===== src/rtl/oag_pkg.sv =====
package oag_pkg;
    // prefix byte values seen ahead of an opcode
    localparam logic [7:0]  PFX_SECOND_INDEX = 8'h90;  // second_index_prefix
    localparam logic [7:0]  PFX_INDIRECT     = 8'h92;  // indirect_conversion_prefix
    // opcode high nibble groups
    localparam logic [3:0]  GRP_REL          = 4'h2;   // relative jumps
    localparam logic [3:0]  GRP_RMW_SDIR     = 4'h3;   // read-modify-write, short direct
    localparam logic [3:0]  GRP_INH_A        = 4'h4;   // inherent on accumulator
    localparam logic [3:0]  GRP_INH_X        = 4'h5;   // inherent on index
    localparam logic [3:0]  GRP_RMW_SIDX     = 4'h6;   // read-modify-write, short indexed
    localparam logic [3:0]  GRP_RMW_NIDX     = 4'h7;   // read-modify-write, no offset
    localparam logic [3:0]  GRP_IMM          = 4'hA;   // immediate
    localparam logic [3:0]  GRP_SDIR         = 4'hB;   // short direct
    localparam logic [3:0]  GRP_LDIR         = 4'hC;   // long direct
    localparam logic [3:0]  GRP_LIDX         = 4'hD;   // long indexed
    localparam logic [3:0]  GRP_SIDX         = 4'hE;   // short indexed
    localparam logic [3:0]  GRP_NIDX         = 4'hF;   // no offset indexed
    localparam logic [7:0]  BYTE_ZERO        = 8'h00;
    localparam logic [6:0]  NINTH_PAD        = 7'h00;
    localparam logic [15:0] WORD_ONE         = 16'h0001;
    localparam logic [15:0] WORD_ZERO        = 16'h0000;
    localparam logic [2:0]  MAX_LEN          = 3'h4;   // prefix, opcode, two more bytes

    typedef enum logic [3:0] {
        M_INH, M_IMM, M_SDIR, M_LDIR, M_NIDX, M_SIDX, M_LIDX,
        M_SIND, M_LIND, M_SIIX, M_LIIX, M_REL, M_RELI
    } mode_t;

    // opcode nibble plus indirect prefix to addressing mode
    function automatic mode_t decode_mode(input logic [3:0] grp, input logic ind);
        mode_t m;
        m = M_INH;
        case (grp)
            GRP_REL:      m = ind ? M_RELI : M_REL;
            GRP_RMW_SDIR: m = ind ? M_SIND : M_SDIR;   // short forms only
            GRP_RMW_SIDX: m = ind ? M_SIIX : M_SIDX;
            GRP_RMW_NIDX: m = M_NIDX;
            GRP_IMM:      m = M_IMM;
            GRP_SDIR:     m = ind ? M_SIND : M_SDIR;
            GRP_LDIR:     m = ind ? M_LIND : M_LDIR;
            GRP_LIDX:     m = ind ? M_LIIX : M_LIDX;
            GRP_SIDX:     m = ind ? M_SIIX : M_SIDX;
            GRP_NIDX:     m = M_NIDX;
            default:      m = M_INH;
        endcase
        return m;
    endfunction : decode_mode

    // unsigned sum of a base word and an index byte
    function automatic logic [15:0] idx_add(input logic [15:0] base, input logic [7:0] idx);
        return base + {BYTE_ZERO, idx};
    endfunction : idx_add
endpackage : oag_pkg

`timescale 1ns/1ps
`default_nettype none
module operand_address_former
    import oag_pkg::*;
(
    input  wire logic [3:0]  mode,   // addressing mode
    input  wire logic [15:0] base,   // fetched address, offset or pointer value
    input  wire logic [7:0]  idx,    // selected index register
    input  wire logic [15:0] pc,     // address after the instruction
    output logic      [15:0] ea      // effective address
);
    logic [8:0] short_sum;  // nine-bit short indexed sum
    always_comb begin
        short_sum = {1'b0, base[7:0]} + {1'b0, idx};
        ea = WORD_ZERO;
        case (mode_t'(mode))
            M_SDIR, M_SIND: ea = {BYTE_ZERO, base[7:0]};
            M_LDIR, M_LIND: ea = base;
            M_NIDX:         ea = {BYTE_ZERO, idx};
            M_SIDX, M_SIIX: ea = {NINTH_PAD, short_sum};
            M_LIDX, M_LIIX: ea = idx_add(base, idx);
            M_REL, M_RELI:  ea = pc + {{8{base[7]}}, base[7:0]}; // signed displacement
            default:        ea = WORD_ZERO;                     // inherent and immediate
        endcase
    end
endmodule : operand_address_former
`default_nettype wire


===== src/rtl/cpu_operand_address_generator.sv =====
`timescale 1ns/1ps
`default_nettype none
module cpu_operand_address_generator
    import oag_pkg::*;
(
    input  wire logic        CLK,       // cpu clock
    input  wire logic        RST,       // synchronous reset, active high
    input  wire logic        START,     // pulse: decode instruction at PC_IN
    input  wire logic [15:0] PC_IN,     // program_counter at instruction start
    input  wire logic [7:0]  X_IN,      // first index register
    input  wire logic [7:0]  Y_IN,      // second index register
    output logic      [15:0] MEM_ADDR,  // memory read address
    output logic             MEM_RD,    // read request, held until MEM_ACK
    input  wire logic [7:0]  MEM_DATA,  // read data, valid with MEM_ACK
    input  wire logic        MEM_ACK,   // read completed
    output logic             DONE,      // pulse: results valid
    output logic      [15:0] EA,        // operand address or jump target
    output logic      [7:0]  OPERAND,   // immediate operand value
    output logic      [7:0]  OPCODE,    // opcode after any prefix
    output logic      [3:0]  MODE,      // decoded addressing mode
    output logic      [2:0]  LENGTH,    // instruction bytes incl. prefix
    output logic      [15:0] NEXT_PC,   // program_counter after instruction
    output logic             USE_Y,     // second index register selected
    output logic             BUSY       // decode in progress
);
    typedef enum logic [2:0] {S_IDLE, S_OPC, S_B1, S_B2, S_PHI, S_PLO, S_CALC} state_t;

    typedef struct packed {
        state_t      st;      // sequencer state
        logic [15:0] start;   // first byte address
        logic [15:0] pc;      // next byte to fetch
        logic [7:0]  opc;     // opcode
        logic        use_y;   // second index selected
        logic        ind;     // indirect prefix seen
        mode_t       mode;    // addressing mode
        logic [7:0]  b1;      // byte after opcode
        logic [7:0]  hi;      // pointer high byte
        logic [15:0] base;    // value handed to the former
        logic [15:0] maddr;   // memory address out
        logic        mrd;     // memory request out
        logic        done;    // done pulse out
        logic [15:0] ea;      // result address
        logic [7:0]  operand; // immediate value
        logic [2:0]  len;     // length out
        logic        busy;    // busy out
    } regs_t;

    regs_t       r;         // registered state
    regs_t       next_r;    // next state
    mode_t       dm;        // mode decoded from the incoming opcode
    logic [15:0] former_ea; // combinational address from the former
    logic [15:0] pc_inc;    // fetch address plus one

    operand_address_former u_former (
        .mode (r.mode),
        .base (r.base),
        .idx  (r.use_y ? Y_IN : X_IN),
        .pc   (r.pc),
        .ea   (former_ea)
    );

    // sequencer: one byte per acknowledged read
    always_comb begin
        next_r = r;
        next_r.done = 1'b0;
        pc_inc = r.pc + WORD_ONE;
        dm = decode_mode(MEM_DATA[7:4], r.ind);
        unique case (r.st)
            S_IDLE: begin
                if (START) begin
                    next_r.start = PC_IN;
                    next_r.pc    = PC_IN;
                    next_r.maddr = PC_IN;
                    next_r.mrd   = 1'b1;
                    next_r.use_y = 1'b0;
                    next_r.ind   = 1'b0;
                    next_r.busy  = 1'b1;
                    next_r.st    = S_OPC;
                end
            end
            S_OPC: begin
                if (MEM_ACK) begin
                    next_r.pc    = pc_inc;
                    next_r.maddr = pc_inc;
                    // one prefix at most; a second one is taken as opcode
                    if (MEM_DATA == PFX_SECOND_INDEX && !r.use_y && !r.ind) begin
                        next_r.use_y = 1'b1;
                    end else if (MEM_DATA == PFX_INDIRECT && !r.use_y && !r.ind) begin
                        next_r.ind = 1'b1;
                    end else begin
                        next_r.opc  = MEM_DATA;
                        next_r.mode = dm;
                        if (dm == M_INH || dm == M_NIDX) begin
                            next_r.mrd = 1'b0;    // opcode alone
                            next_r.st  = S_CALC;
                        end else begin
                            next_r.st = S_B1;
                        end
                    end
                end
            end
            S_B1: begin
                if (MEM_ACK) begin
                    next_r.b1   = MEM_DATA;
                    next_r.pc   = pc_inc;
                    next_r.base = {BYTE_ZERO, MEM_DATA};
                    if (r.mode == M_LDIR || r.mode == M_LIDX) begin
                        next_r.maddr = pc_inc;
                        next_r.st    = S_B2;
                    end else if (r.mode == M_LIND || r.mode == M_LIIX) begin
                        next_r.maddr = {BYTE_ZERO, MEM_DATA};  // page zero pointer
                        next_r.st    = S_PHI;
                    end else if (r.mode == M_SIND || r.mode == M_SIIX || r.mode == M_RELI) begin
                        next_r.maddr = {BYTE_ZERO, MEM_DATA};
                        next_r.st    = S_PLO;
                    end else begin
                        next_r.operand = MEM_DATA;  // immediate value or short field
                        next_r.mrd     = 1'b0;
                        next_r.st      = S_CALC;
                    end
                end
            end
            S_B2: begin
                if (MEM_ACK) begin
                    next_r.base = {r.b1, MEM_DATA};  // high byte first
                    next_r.pc   = pc_inc;
                    next_r.mrd  = 1'b0;
                    next_r.st   = S_CALC;
                end
            end
            S_PHI: begin
                if (MEM_ACK) begin
                    next_r.hi    = MEM_DATA;
                    next_r.maddr = r.maddr + WORD_ONE;  // low half of pointer word
                    next_r.st    = S_PLO;
                end
            end
            S_PLO: begin
                if (MEM_ACK) begin
                    // word pointer high first; byte pointer has zero high half
                    if (r.mode == M_LIND || r.mode == M_LIIX) begin
                        next_r.base = {r.hi, MEM_DATA};
                    end else begin
                        next_r.base = {BYTE_ZERO, MEM_DATA};
                    end
                    next_r.mrd = 1'b0;
                    next_r.st  = S_CALC;
                end
            end
            S_CALC: begin
                next_r.ea   = former_ea;
                next_r.len  = 3'(r.pc - r.start);
                next_r.done = 1'b1;
                next_r.busy = 1'b0;
                next_r.st   = S_IDLE;
            end
        endcase
    end

    // state register; reset gives an idle, quiet bus
    always_ff @(posedge CLK) begin
        if (RST) begin
            r <= '{st: S_IDLE, mode: M_INH, default: '0};
        end else begin
            r <= next_r;
        end
    end

    assign MEM_ADDR = r.maddr;
    assign MEM_RD   = r.mrd;
    assign DONE     = r.done;
    assign EA       = r.ea;
    assign OPERAND  = r.operand;
    assign OPCODE   = r.opc;
    assign MODE     = r.mode;
    assign LENGTH   = r.len;
    assign NEXT_PC  = r.pc;
    assign USE_Y    = r.use_y;
    assign BUSY     = r.busy;
endmodule : cpu_operand_address_generator
`default_nettype wire


===== config.mk =====
export PLATFORM = sky130hd
export DESIGN_NAME = cpu_operand_address_generator
export DESIGN_NICKNAME = d
export VERILOG_FILES = /design/src/rtl/oag_pkg.sv /design/src/rtl/cpu_operand_address_generator.sv
export SDC_FILE = /design/constraint.sdc
export NUM_CORES = 1
export LEC_CHECK = 0
export ABC_AREA = 1
export BUFFER_PORTS_ARGS = -buffer_cell sky130_fd_sc_hd__buf_4
export CAP_MARGIN = 20
export CORE_ASPECT_RATIO = 0.75
export CORE_MARGIN = 2
export CORE_UTILIZATION = 45
export CTS_CLUSTER_DIAMETER = 200
export DETAILED_ROUTE_END_ITERATION = 12
export PLACE_DENSITY = 0.72
export SYNTH_ARGS = -nofsm -noshare
export SYNTH_HDL_FRONTEND = slang
export SYNTH_SLANG_ARGS = --single-unit

===== constraint.sdc =====
create_clock -name CLK -period 2.7 [get_ports CLK]
set_input_delay 0.405 -clock CLK [delete_from_list [all_inputs] [get_ports CLK]]
set_output_delay 0.405 -clock CLK [all_outputs]
set_load 0.05 [all_outputs]

## Word-level counts from Yosys, hierarchy flattened

Index checks and enable logic that the tools add are counted.

| word-level totals | value |
|---|---|
| flip-flop bits (word level) | 127 |
| input port bits | 44 |
| output and inout port bits | 75 |
| logic and storage cells | 171 |

| cells by class | value |
|---|---|
| add/sub/neg operators | 6 |
| equal/unequal tests | 47 |
| multiplexer cells | 54 |
| bitwise logic cells | 5 |
| reductions and logical operators | 42 |

Operators with widths:

| kind | count |
|---|---|
| 16-bit 2-to-1 mux | 8 |
| 16-bit case mux with 3 select lines | 2 |
| 16-bit case mux with 6 select lines | 1 |
| 16-bit case mux with 4 select lines | 1 |
| 17-bit 2-to-1 mux | 3 |
| 4-bit == test, second input constant | 11 |
| 35-bit 2-to-1 mux | 1 |
| 3-bit 2-to-1 mux | 11 |
| 33-bit 2-to-1 mux | 1 |
| 16-bit by 1-bit adder with 16-bit output, second input constant | 2 |
| 30-bit 2-to-1 mux | 1 |
| 4-bit by 3-bit == test with 1-bit output, second input constant | 7 |
| 2-bit inequality test, second input constant | 14 |
| 4-bit case mux with 7 select lines | 1 |
| 8-bit 2-to-1 mux | 3 |
| 2-bit OR reduction | 10 |
| 3-bit case mux with 6 select lines | 1 |
| 16-bit adder | 1 |
| 16-bit by 8-bit adder with 16-bit output | 1 |
| 4-bit by 2-bit == test with 1-bit output, second input constant | 4 |
| 8-bit == test, second input constant | 2 |
| 4-bit 2-to-1 mux | 4 |
| 4-bit AND reduction | 4 |
| 11-bit AND reduction | 1 |
| 26 further kinds | 59 |

## Logic depth before layout (Yosys ltp)

| logic depth | value |
|---|---|
| depth after elaboration | 10 |
| gate-level depth with buffers | 17 |
| mapped depth without buffers | 16 |

## Modules after synthesis

A second synthesis with hierarchy kept.

| unflattened totals | value |
|---|---|
| cell total of the unflattened synthesis | 1403 |
| area, all modules | 8593.2 um2 |

Modules (own cells, without submodules):

| module | instances | cells an instance | area an instance (um2) | seq. area each (um2) |
|---|---|---|---|---|
| cpu_operand_address_generator | 1 | 1004 | 6581.3 | 2282.2 |
| operand_address_former | 1 | 399 | 2011.9 | 0.0 |

## Worst setup path after synthesis

No wires, ideal clock.

| timing path | value |
|---|---|
| path kind | flip-flop to flip-flop |
| start point | register r, in the netlist USE_Y |
| end point | register r, in the netlist EA[12] |
| setup time | 132 ps |
| data arrival time | 2652 ps |
| data required time | 2568 ps |
| setup slack | -84 ps |
| stages on the path, launching flop included | 17 |
| buffers on the path | 1 |
| clock period less this slack | 2784 ps |
| path through | dfxtp_1 -> buf_2 -> mux2i_1 -> inv_1 -> ha_1 -> inv_1 -> fa_1 -> o21ai_0 -> nand2_1 -> nand2_1 -> nand3_1 -> nand2_1 -> nand2_1 -> nand2_1 -> nand2_1 -> nand2_1 -> a21oi_1 |

| between the ends | value |
|---|---|
| cells in the longest elaborated chain, start to end | 3 |

RTL lines:

| item | RTL line | text |
|---|---|---|
| start, declared | cpu_operand_address_generator.sv:48 | `regs_t r;` |
| start signal, assigned | cpu_operand_address_generator.sv:165 | `r <= next_r;` |
| 8-bit 2-to-1 mux | cpu_operand_address_generator.sv:57 | `.idx (r.use_y ? Y_IN : X_IN),` |
| 16-bit by 8-bit adder with 16-bit output | oag_pkg.sv:51 | `return base + {BYTE_ZERO, idx};` |
| 16-bit case mux with 6 select lines | oag_pkg.sv:70 | `case (mode_t'(mode))` |

Every way passes these cells.
A chain may end at the register's enable or synchronous reset.

## Final worst setup path

Ends and elaborated chain as after synthesis.

==> summary.txt <==
Run status
  • Status: completed

Critical path
  • CP cell instances: inv_1 > or2_2 > o21ai_0 > fa_1 > o21ai_2 > nand2_1 > nand2_1 > nand3_1 > nand2_1 > nand2_1 > nand2_1 > nand2_1 > nand2_1 > a21oi_1
  • Critical path capture point type: flop
  • Required time of the critical path: 2.97 ns
  • CP most frequent cell: nand2_1
  • Slowest-stage cell, CP: fa_1
  • CP startpoint kind: flop
  • Worst Path Max Fanout: 10
  • Crit Path Class: flop to flop
  • Crit path DAT: 2.67 ns
  • Max incr delay on CP: 0.49 ns

STA
  • Part of the cycle the worst path needs: 88.75%
  • Fin Setup TNS: 0 ns
  • Final setup viols: 0
  • Max Transition Viols Final: 0
  • RSZ-0062 raised after global routing: no
  • Skew final: 0.009258 ns
  • Period minus WS final: 2.396 ns
  • Rel. slew slack: 51.08%
  • PnR worst setup slack: 0.3037 ns
  • Worst Max-Slew Pin Slew: 0.7330 ns
  • Fin. Hold Viols: 0
  • Fmax: 0.4173 GHz
  • Hold Slack: 0.2860 ns

Cells and area
  • Layout area overhead: 15.88%
  • Net count, final: 1406
  • Multi-input gate area: 4628 um2
  • Finished Layout Cells: 1588
  • Layout cell share with drive strength beyond 1: 15.30%
  • Layout fillers: 1789
  • Storage element area: 2286 um2
  • Final core utilization: 53.55%
  • Antenna diode count: 0

Synthesis
  • Synth area leaders: dfxtp_1 (28%), nand2_1 (15%), a21oi_1 (7.9%), buf_4 (6.8%), nand3_1 (6.5%)
  • Ys Warns: 0
  • Leading area contributor after synthesis: dfxtp_1
  • Yosys reg bits: 114
  • Syn Area/Cell: 6.349 um2
  • Netlist cell types: 47
  • Post-synth EDFFs: 0
  • Post-Syn Area: 8184 um2
  • Syn_nets: 1362
  • Asr flop ratio synth: 0%
  • Share of the synthesized area in the top cell type: 27.89%
  • Mapped Cells: 1289
  • Ys flop type: dfxtp_1
  • Seq/Total Area, Yosys: 27.89%

Power
  • Clk pwr share: 27.0%
  • Worst vdd ir: 0.0006233 V
  • Combinational Power Share: 46.8%
  • Internal power: 5.176 mW
  • NetSw: 4.443 mW
  • Sequential Power Share: 26.3%
  • Sw Share: 46.19%
  • Static leakage: 4.362 nW
  • Pwr dens: 1014 nW/um2

Clocking
  • Clock slew at reported path FFs: 0.06 ns
  • CTS tree: done
  • Clock Sinks: 114
  • CTS Root Cell: clkbuf_16
  • H-Tree Depth: 4
  • Num CTS Buffers: 17
  • Worst skew pair latency: 0.42 ns
  • CTS Buffer Depth: 2
  • Post-CTS Setup Bufs: 0

Floorplanning
  • Core area: 17710 um2
  • Die area: 19290 um2
  • Die Span Y: 120.8 um
  • Rows: 42
  • I/O pin total: 119
  • Die X: 159.7 um
  • Starting density of the core: 46.21%

Drt
  • Routed WL per cell: 15.82 um
  • DR iter-0 viols: 779
  • Number of remaining DRC errors: 0
  • DRT Wirelength: 25120 um
  • Via Count: 8599
  • Final antenna-violating net count: 0
  • Vias per std cell: 5.415
  • Drt pass-1 iters: 5

Placement
  • Post-placement cell count: 1556
  • # port buffers: 118
  • Final Wtd Congestion: 0.9774
  • Place WS: 0.1828 ns
  • Final HPWL DP: 19020 um

Global routing
  • Global-route wire length before repair: 40590 um
  • Vias in the first global route: 7807
  • Largest net degree at the start of global routing: 59
  • Gr ovfl total: 0
  • GR Util All Layers: 26.50%
  • Initial antenna violation count: 0

Run
  • Maxcap violations: 0

Min path
  • Class of the worst hold path: primary input to flop
==> worst paths after layout <==
kind	start	endpoint	slack, ns	cells past startpoint
min	PC_IN[9]	NEXT_PC[9]	0.29	3
min reg2reg	r[66]	r[66]	0.46	2
max reg2reg	USE_Y	EA[12]	0.30	14
max	USE_Y	EA[12]	0.30	14
==> timing repair <==
action | CTS | global route
gates resized for setup | 0 | 4
hold buffers | 0 | 0
endpoints found under the hold margin | 0 | 0
endpoints found under the setup margin | 0 | 8
==> layer usage <==
metal / global-route usage, % / share of wire, % / vias to the layer above
met3: 7.856 / 9.7 / 45
li1: - / - / 4268
met2: 38.91 / 41 / 378
met4: 9.545 / 2.5 / 0
met5: 0 / 0 / -
met1: 36.73 / 46 / 3908
==> state kept, by name, indices dropped and copies added (netlist names), 3 cells and up <==
name      cells
EA           16
LENGTH        3
MEM_ADDR     16
MODE          4
NEXT_PC      16
OPCODE        8
OPERAND       8
r            39
==> cell families (layout without fill, tap and decap cells) <==
family	Yosys count	in the layout	synth area share, %
and+or+nand+nor	581	581	30.29
AOI/OAI and AO/OA	280	280	18.85
buffers and inverters	262	319	15.73
DFF	114	114	27.89
adders and majority gates	29	29	4.709
xor gates and xnor gates	18	18	1.926
muxes	5	5	0.6116
==> synth_stat cells (all sizes together), types with 12 or more instances <==
cell and n:
ha 26, nor3 12, a21oi 129, o21ai 90
dfxtp 114, a31oi 20, inv 146, xor2 12
nand3 106, buf 85, nand2 337, nor2 102
clkbuf 29
==> power by group through the flow <==
| stage | sequential [mW] | clock, mW | combinational, mW |
|---|---|---|---|
| final | 2.53 | 2.59 | 4.50 |
| after global placement | 2.54 | 0 | 4.37 |
| after detailed placement | 2.54 | 0 | 4.41 |
| after CTS | 2.51 | 2.61 | 4.44 |
| after floorplan | 2.40 | 0 | 3.62 |
| after global routing | 2.58 | 2.70 | 4.96 |
==> stage by stage <==
stage / power [mW] / area, um2
2_1_floorplan: 6.018 / 8185
3_3_place_gp: 6.908 / 8805
3_5_place_dp: 6.957 / 8805
4_1_cts: 9.563 / 9473
5_1_grt: 10.24 / 9484
6_report: 9.619 / 9484
==> cell usage in the layout (no fill, tap or decap), drive strengths merged, types with 12 or more instances in the layout <==
cell type and count:
inv 149, nand2 337, o21ai 90, nand3 106, a31oi 20, nor2 102, ha 26, clkbuf 21
buf 139, dfxtp 114, xor2 12, nor3 12, a21oi 129
==> layout make-up <==
class | instances | area share (%)
Clock inverter | 11 | 2.084
Sequential cell | 114 | 24.10
Tap cell | 242 | 3.193
Inverter | 148 | 5.858
Clock buffer | 21 | 4.960
Timing Repair Buffer | 139 | 11.00
Multi-Input combinational cell | 913 | 48.80
==> critical path: cells and delay by family (launching register included) <==
kind                     cells  cell delay (ns)
AND/OR/NAND/NOR              9             0.81
adder cells (fa/ha/maj)      1             0.49
AO/OA/AOI/OAI                3             0.40
flip-flops                   1             0.39
buffers and inverters        1             0.14
(Power assumes the default switching activity.)
